==> src/logic/pll_regs_pkg.sv <==
// register offsets, field positions and reset values of the loop filter and spare bytes
package pll_regs_pkg;
   localparam int        ADDR_W             = 10;
   localparam int        DATA_W             = 8;
   localparam int        BAND_W             = 5;
   localparam int        CAP_W              = 4;
   localparam logic [9:0] FILTER_CONTROL_OFS = 10'h027;
   localparam logic [9:0] OSC_BAND_OFS       = 10'h028;
   localparam logic [9:0] SPARE_TWO_OFS      = 10'h0fe;
   localparam logic [9:0] SPARE_THREE_OFS    = 10'h0ff;
   localparam int        AMP_EN_POS         = 0;
   localparam int        BIAS_EN_POS        = 1;
   localparam int        CAP_LSB_POS        = 2;
   localparam logic [7:0] FILTER_CONTROL_RST = 8'h13;
   localparam logic [3:0] CAP_RST            = 4'h4;
   localparam logic       BIAS_EN_RST        = 1'b1;
   localparam logic       AMP_EN_RST         = 1'b1;
   localparam logic [7:0] SPARE_RST          = 8'h00;
   localparam logic [7:0] OSC_BAND_RST       = 8'h00;
endpackage : pll_regs_pkg

==> src/logic/pll_filter_and_scratch_regs.sv <==
// loop filter control, oscillator band readback and spare byte registers
`timescale 1ns/1ns
module pll_filter_and_scratch_regs
   import pll_regs_pkg::*;
(
   // clock and reset
   input  wire logic                        mclk,
   input  wire logic                        sys_rst,
   // register access from the serial port
   input  wire logic                        reg_wr,
   input  wire logic                        reg_rd,
   input  wire logic [pll_regs_pkg::ADDR_W-1:0] reg_addr,
   input  wire logic [pll_regs_pkg::DATA_W-1:0] reg_wdata,
   output logic      [pll_regs_pkg::DATA_W-1:0] reg_rdata,
   output logic                             reg_rvalid,
   // oscillator calibration result
   input  wire logic [pll_regs_pkg::BAND_W-1:0] oscillator_band_readback,
   // loop filter controls
   output logic      [pll_regs_pkg::CAP_W-1:0]  filter_capacitor_select,
   output logic                             filter_bias_enable,
   output logic                             filter_amplifier_enable
);
   import pll_regs_pkg::*;

   logic [BAND_W-1:0] band_s1_q;
   logic [BAND_W-1:0] band_q;
   logic              spare_hit;
   logic [DATA_W-1:0] spare_rdata;
   logic              rd_pend_q;

   function automatic logic is_spare(input logic [ADDR_W-1:0] a);
      return (a == SPARE_TWO_OFS) || (a == SPARE_THREE_OFS);
   endfunction : is_spare

   assign spare_hit = is_spare(reg_addr);

   // filter control fields; bits 7:6 are not stored
   always_ff @(posedge mclk or posedge sys_rst) begin
      if (sys_rst) begin
         filter_capacitor_select <= CAP_RST;
         filter_bias_enable      <= BIAS_EN_RST;
         filter_amplifier_enable <= AMP_EN_RST;
      end else if (reg_wr && reg_addr == FILTER_CONTROL_OFS) begin
         filter_capacitor_select <= reg_wdata[CAP_LSB_POS +: CAP_W];
         filter_bias_enable      <= reg_wdata[BIAS_EN_POS];
         filter_amplifier_enable <= reg_wdata[AMP_EN_POS];
      end
   end

   // band value comes from the analog side, so synchronise it
   always_ff @(posedge mclk or posedge sys_rst) begin
      if (sys_rst) begin
         band_s1_q <= '0;
         band_q    <= '0;
      end else begin
         band_s1_q <= oscillator_band_readback;
         band_q    <= band_s1_q;
      end
   end

   spare_byte_store u_spare (
      .mclk    (mclk),
      .sys_rst (sys_rst),
      .wr_en   (reg_wr && spare_hit),
      .wr_sel  (reg_addr[0]),
      .wr_data (reg_wdata),
      .rd_sel  (reg_addr[0]),
      .rd_data (spare_rdata)
   );

   // read data one cycle after the request, two cycles after it for the spare bytes
   always_ff @(posedge mclk or posedge sys_rst) begin
      if (sys_rst) begin
         reg_rvalid <= 1'b0;
         reg_rdata  <= '0;
      end else begin
         reg_rvalid <= (reg_rd && !spare_hit) || rd_pend_q;
         if (rd_pend_q) begin
            reg_rdata <= spare_rdata;
         end else if (reg_rd) begin
            unique case (reg_addr)
               FILTER_CONTROL_OFS:
                  reg_rdata <= {2'b00, filter_capacitor_select, filter_bias_enable,
                                filter_amplifier_enable};
               OSC_BAND_OFS:
                  reg_rdata <= {3'b000, band_q};
               default:
                  reg_rdata <= '0;
            endcase
         end
      end
   end

   // scratch read data arrive from the store a cycle later; answer then
   always_ff @(posedge mclk or posedge sys_rst) begin
      if (sys_rst) begin
         rd_pend_q <= 1'b0;
      end else begin
         rd_pend_q <= reg_rd && spare_hit;
      end
   end

   // assertions
   bias_reset_a: assert property (@(posedge mclk) $rose(!sys_rst) |-> filter_bias_enable)
      else $error("bias enable not set after reset");

   amp_reset_a: assert property (@(posedge mclk) $rose(!sys_rst) |-> filter_amplifier_enable)
      else $error("amplifier enable not set after reset");

   cap_reset_a: assert property (@(posedge mclk)
      $rose(!sys_rst) |-> filter_capacitor_select == CAP_RST)
      else $error("capacitor select not at default after reset");

   amp_write_a: assert property (@(posedge mclk) disable iff (sys_rst)
      reg_wr && reg_addr == FILTER_CONTROL_OFS |=> filter_amplifier_enable == $past(reg_wdata[0]))
      else $error("amplifier enable did not follow write");

   bias_write_a: assert property (@(posedge mclk) disable iff (sys_rst)
      reg_wr && reg_addr == FILTER_CONTROL_OFS |=> filter_bias_enable == $past(reg_wdata[1]))
      else $error("bias enable did not follow write");

   cap_write_a: assert property (@(posedge mclk) disable iff (sys_rst)
      reg_wr && reg_addr == FILTER_CONTROL_OFS
      |=> filter_capacitor_select == $past(reg_wdata[5:2]))
      else $error("capacitor select did not follow write");

   cap_hold_a: assert property (@(posedge mclk) disable iff (sys_rst)
      !(reg_wr && reg_addr == FILTER_CONTROL_OFS) |=> $stable(filter_capacitor_select))
      else $error("capacitor select changed without write");

   bias_hold_a: assert property (@(posedge mclk) disable iff (sys_rst)
      !(reg_wr && reg_addr == FILTER_CONTROL_OFS) |=> $stable(filter_bias_enable))
      else $error("bias enable changed without write");

   amp_hold_a: assert property (@(posedge mclk) disable iff (sys_rst)
      !(reg_wr && reg_addr == FILTER_CONTROL_OFS) |=> $stable(filter_amplifier_enable))
      else $error("amplifier enable changed without write");

   band_sync_a: assert property (@(posedge mclk) disable iff (sys_rst)
      1'b1 |=> band_s1_q == $past(oscillator_band_readback))
      else $error("band first stage did not follow input");

   band_read_a: assert property (@(posedge mclk) disable iff (sys_rst)
      reg_rd && reg_addr == OSC_BAND_OFS |=> reg_rvalid && reg_rdata[7:5] == 3'b000
      && reg_rdata[4:0] == $past(band_q))
      else $error("band readback wrong");

   band_wr_a: assert property (@(posedge mclk) disable iff (sys_rst)
      reg_wr && reg_addr == OSC_BAND_OFS |=> band_q == $past(band_s1_q))
      else $error("band register disturbed by write");

   band_iso_a: assert property (@(posedge mclk) disable iff (sys_rst)
      reg_wr && reg_addr == OSC_BAND_OFS
      |=> $stable(filter_capacitor_select) && $stable(filter_bias_enable))
      else $error("band write touched filter control");

   spare_iso_a: assert property (@(posedge mclk) disable iff (sys_rst)
      reg_wr && spare_hit |=> $stable(filter_capacitor_select) && $stable(filter_bias_enable)
      && $stable(filter_amplifier_enable))
      else $error("spare write touched filter control");

   two_reset_a: assert property (@(posedge mclk)
      $rose(!sys_rst) |-> u_spare.mem_q[0] == SPARE_RST)
      else $error("spare byte two not cleared by reset");

   three_reset_a: assert property (@(posedge mclk)
      $rose(!sys_rst) |-> u_spare.mem_q[1] == SPARE_RST)
      else $error("spare byte three not cleared by reset");

   two_write_a: assert property (@(posedge mclk) disable iff (sys_rst)
      reg_wr && reg_addr == SPARE_TWO_OFS |=> u_spare.mem_q[0] == $past(reg_wdata))
      else $error("spare byte two did not take write");

   three_write_a: assert property (@(posedge mclk) disable iff (sys_rst)
      reg_wr && reg_addr == SPARE_THREE_OFS |=> u_spare.mem_q[1] == $past(reg_wdata))
      else $error("spare byte three did not take write");

   two_hold_a: assert property (@(posedge mclk) disable iff (sys_rst)
      !(reg_wr && reg_addr == SPARE_TWO_OFS) |=> $stable(u_spare.mem_q[0]))
      else $error("spare byte two changed without write");

   three_hold_a: assert property (@(posedge mclk) disable iff (sys_rst)
      !(reg_wr && reg_addr == SPARE_THREE_OFS) |=> $stable(u_spare.mem_q[1]))
      else $error("spare byte three changed without write");

   spare_rt_a: assert property (@(posedge mclk) disable iff (sys_rst)
      reg_rd && spare_hit |=> rd_pend_q ##1 (reg_rvalid && reg_rdata == $past(spare_rdata)))
      else $error("spare byte readback wrong");

   ctl_read_a: assert property (@(posedge mclk) disable iff (sys_rst)
      reg_rd && reg_addr == FILTER_CONTROL_OFS |=> reg_rdata[7:6] == 2'b00)
      else $error("filter control reserved bits not zero");

   ctl_value_a: assert property (@(posedge mclk) disable iff (sys_rst)
      reg_rd && reg_addr == FILTER_CONTROL_OFS
      |=> reg_rdata[5:0] == $past({filter_capacitor_select, filter_bias_enable,
                                   filter_amplifier_enable}))
      else $error("filter control readback wrong");

   // main scenarios
   wr_ctl_c: cover property (@(posedge mclk) reg_wr && reg_addr == FILTER_CONTROL_OFS);

   rd_band_c: cover property (@(posedge mclk) reg_rd && reg_addr == OSC_BAND_OFS);

   wr_spare_c: cover property (@(posedge mclk) reg_wr && reg_addr == SPARE_THREE_OFS);

   rd_spare_c: cover property (@(posedge mclk) reg_rd && reg_addr == SPARE_TWO_OFS);

   band_move_c: cover property (@(posedge mclk) disable iff (sys_rst) $changed(band_q));
endmodule : pll_filter_and_scratch_regs

==> src/logic/spare_byte_store.sv <==
// two-byte scratch store with registered read data
`timescale 1ns/1ns
module spare_byte_store
   import pll_regs_pkg::*;
(
   // clock and reset
   input  wire logic              mclk,
   input  wire logic              sys_rst,
   // write port
   input  wire logic              wr_en,
   input  wire logic              wr_sel,
   input  wire logic [pll_regs_pkg::DATA_W-1:0] wr_data,
   // read port
   input  wire logic              rd_sel,
   output logic      [pll_regs_pkg::DATA_W-1:0] rd_data
);
   logic [DATA_W-1:0] mem_q [2];

   // scratch bytes only store, only the registered read port reads them
   always_ff @(posedge mclk or posedge sys_rst) begin
      if (sys_rst) begin
         mem_q[0] <= SPARE_RST;
         mem_q[1] <= SPARE_RST;
      end else if (wr_en) begin
         mem_q[wr_sel] <= wr_data;
      end
   end

   always_ff @(posedge mclk or posedge sys_rst) begin
      if (sys_rst) begin
         rd_data <= SPARE_RST;
      end else begin
         rd_data <= mem_q[rd_sel];
      end
   end
endmodule : spare_byte_store

==> config.mk <==
export PLATFORM = sky130hd
export DESIGN_NAME = pll_filter_and_scratch_regs
export DESIGN_NICKNAME = d
export VERILOG_FILES = /design/src/logic/pll_regs_pkg.sv /design/src/logic/pll_filter_and_scratch_regs.sv /design/src/logic/spare_byte_store.sv
export SDC_FILE = /design/constraint.sdc
export NUM_CORES = 1
export LEC_CHECK = 0
export CORE_ASPECT_RATIO = 1.5
export CORE_MARGIN = 3
export CORE_UTILIZATION = 31
export DETAILED_ROUTE_END_ITERATION = 10
export DONT_BUFFER_PORTS = 1
export SLEW_MARGIN = 25
export SYNTH_ARGS = -nofsm -noshare
export SYNTH_HDL_FRONTEND = slang
export SYNTH_SLANG_ARGS = --single-unit
==> constraint.sdc <==
create_clock -name mclk -period 1.3 [get_ports mclk]
set_input_delay 0 -clock mclk [delete_from_list [all_inputs] [get_ports mclk]]
set_output_delay 0 -clock mclk [all_outputs]
set_load 0.02 [all_outputs]
==> impl_metrics.csv <==
group,metric,value,unit
floorplanning,design.core.area,5910,um2
timing,max_freq,920,MHz
synthesis,synth_area_leaders,"dfrtp_1, mux2_2, dfstp_2",
setup_path,slowest_delay,400,ps
timing,maxSlewHeadroom,70.0,%
status,status,"finished clean",
cts,cts_tree,"yes",
synthesis,synthCells,130,
synthesis,synth_seq_area_share,64.8,%
power,power_density,1120,nW/um2
timing,worst_pin_slew,449,ps
drt,route.detailed.drc,0,
cts,clk_path_buf_depth,2,
synthesis,yosysWarnings,0,
synthesis,syn_nets,157,
cts,cts_setup_buffers,0,
grt,grt_use_total,12.1,%
floorplanning,die_w,70.6,um
floorplanning,start_util,32.8,%
grt,grt_pass1_vias,1307,
cts,cts_buffers,5,
cts,cts_max_level,2,
synthesis,synthAdderAreaFrac,0,%
synthesis,synthTopCellsByCount,"dfrtp_1, mux2_2, a21oi_1",
cells_and_area,n_antenna_cell,0,
synthesis,ys_seq_elements,50,
floorplanning,die_h,103,um
drt,drt_iter0_drc,14,
drt,wl_per_cell,16.9,um
cells_and_area,drive_above_1_share,34.2,%
placement,hpwlAfterDp,2830,um
placement,port_buffers,0,
floorplanning,dieArea,7260,um2
cells_and_area,fin_util,39.7,%
synthesis,synth_flop_cell,"dfrtp_1",
synthesis,synth-simple-area-share,9.94,%
synthesis,syn_area,1940,um2
grt,grt_use_met2,21.0,%
grt,antenna_found_initial,0,
setup_path,arrival,1270,ps
grt,use_met3,3.61,%
drt,vias,1153,
synthesis,synth_compound_area_share,6.13,%
floorplanning,rows,34,
drt,antenna_left,0,
placement,gp_congestion,0.787,
setup_path,crit_chain,"or3b_4, nor3_4, and3b_1, buf_12, mux2_2",
setup_path,start_kind,"primary input",
synthesis,synth_cell_types,26,
setup_path,critical_path.max_fanout,8,
grt,grt_first_pass_wirelength,6640,um
drt,via_per_inst,5.01,
cts,clock_sinks,50,
synthesis,muxShareOfSynthArea,17.4,%
setup_path,critPathRequiredTime,1480,ps
synthesis,synth_largest_area_cell,"dfrtp_1",
timing,fin_skew,7.54,ps
cells_and_area,final_nets,184,
cts,root_buffer,"clkbuf_8",
power,ir_drop,0.608,mV
synthesis,synth_xor_area_share,0,%
synthesis,synth_area_per_cell,14.9,um2
setup_path,cp_slowest_cell,"or3b_4",
grt,grt_max_degree,51,
timing,hold_viol,0,
synthesis,post-synth-top-count-cell,"dfrtp_1",
hold_path,hp-class,"primary input to register",
job,maxCapViolations,0,
floorplanning,ios,42,
grt,grt-busiest-layer,"met2",
setup_path,cp_num_buf_inv,1,
drt,firstDrtPassIters,4,
cts,path_clk_slew,80,ps
grt,gr-total-overflow,0,
timing,finalCritPeriodShare,83.6,%
power,p_leak,1.07,nW
synthesis,netlist.area_leader.share,60.7,%
timing,finalSetupViolCount,0,
cts,clk_latency,290,ps
synthesis,synth_top_family_by_area,"multiplexers",
drt,routed_wl,3900,um
cts,hold_buffers,17,
setup_path,end_kind,"register",
timing,holdWs,5.88,ps
setup_path,cp_top_family,"simple AND/OR/NAND/NOR gates",
timing,fin_crit,1090,ps
timing,rsz0062_at_grt,"false",
synthesis,synth_edf_count,0,
timing,drv_slew,0,
grt,gr-usage-met1,13.8,%
cts,post_cts_resize_count,0,
synthesis,synthArstFlopShare,100,%
setup_path,path_class,"primary input to register",
power,power,2.63,mW
cells_and_area,area_growth,21.1,%
==> where the power goes <==
part | internal (mW) | switching (mW) | leakage [nW] | total [mW]
Sequential | 1.59 | 0.0177 | 0.661 | 1.60
Combinational | 0.0656 | 0.0691 | 0.368 | 0.135
Clock | 0.434 | 0.455 | 0.0455 | 0.889
Total | 2.09 | 0.542 | 1.07 | 2.63
==> cell usage in the layout, fill, tap and decap left out <==
cell / count
nor3_4: 1
and3b_1: 1
nand3b_1: 1
buf_12: 2
nand2b_1: 2
a21oi_1: 7
nand3_2: 2
nor4_4: 1
buf_4: 6
inv_2: 1
nor2_1: 1
nor4_2: 1
nand2_1: 2
inv_1: 1
nor4_1: 1
clkbuf_8: 6
nor2b_1: 1
nand4_1: 2
dfstp_2: 3
mux2_2: 30
o21ai_0: 6
dlygate4sd3_1: 17
or3b_4: 1
o21bai_1: 1
nor4b_1: 1
a22o_1: 1
a22oi_1: 5
nor3b_1: 5
dfrtp_1: 47
clkbuf_1: 2
==> layout make-up <==
class,instances,area [um2]
clock buffers,8,90.1
fillers,556,3570
inverters,2,7.51
multi-input cells,73,649
flip-flops and latches,50,1250
well taps,72,90.1
repair buffers,25,255
==> sequential cells by signal, indices dropped and copies added (netlist names) <==
name,count
band_q,5
u_spare.rd_data,8
reg_rdata,8
reg_rvalid,1
rd_pend_q,1
filter_bias_enable,1
band_s1_q,5
u_spare.mem_q,16
filter_amplifier_enable,1
filter_capacitor_select,4
==> final timing paths <==
path                                         from                              to  slack, ps  cells after the start
max                                   reg_addr[9]   u_spare.mem_q[10]$_DFFE_PP0P_        210                      5
min                                   reg_addr[8]            reg_rvalid$_DFF_PP0_          6                      3
max reg2reg                   rd_pend_q$_DFF_PP0_        reg_rdata[1]$_DFFE_PP0P_        290                      4
min reg2reg                band_s1_q[2]$_DFF_PP0_             band_q[2]$_DFF_PP0_        350                      0
max in group asynchronous                 sys_rst  filter_bias_enable$_DFFE_PP1P_        830                      3
min in group asynchronous                 sys_rst        reg_rdata[3]$_DFFE_PP0P_        200                      3
==> metrics by stage <==
step | setup WS [ps] | area (um2) | instances | setup TNS (ps)
after floorplan | -10.9 | 1940 | 130 | -86.9
after global placement | -68.3 | 2090 | 205 | -539
after detailed placement | -98.1 | 2090 | 205 | -759
after CTS | 209 | 2350 | 230 | 0
after global routing | 127 | 2350 | 230 | 0
final | 213 | 2350 | 230 | 0
==> kinds of logic (layout without fill, tap and decap cells) <==
kind of cell	Yosys count	in the layout
DFF	50	50
muxes	30	30
and+or+nand+nor	23	23
AOI/OAI and AO/OA	20	20
buffers and inverters	7	35
==> worst min-delay path: stages <==
cell and delay [ps]:
or3b_4 120, nor3_4 40, o21bai_1 100
==> metal layers <==
metal	vias to the layer above	part of all wire, %
met3	7	5.8
met2	36	53
met5	-	0
met1	591	39
li1	519	-
met4	0	1.9
No activity file was read; power rests on OpenSTA's default activity.
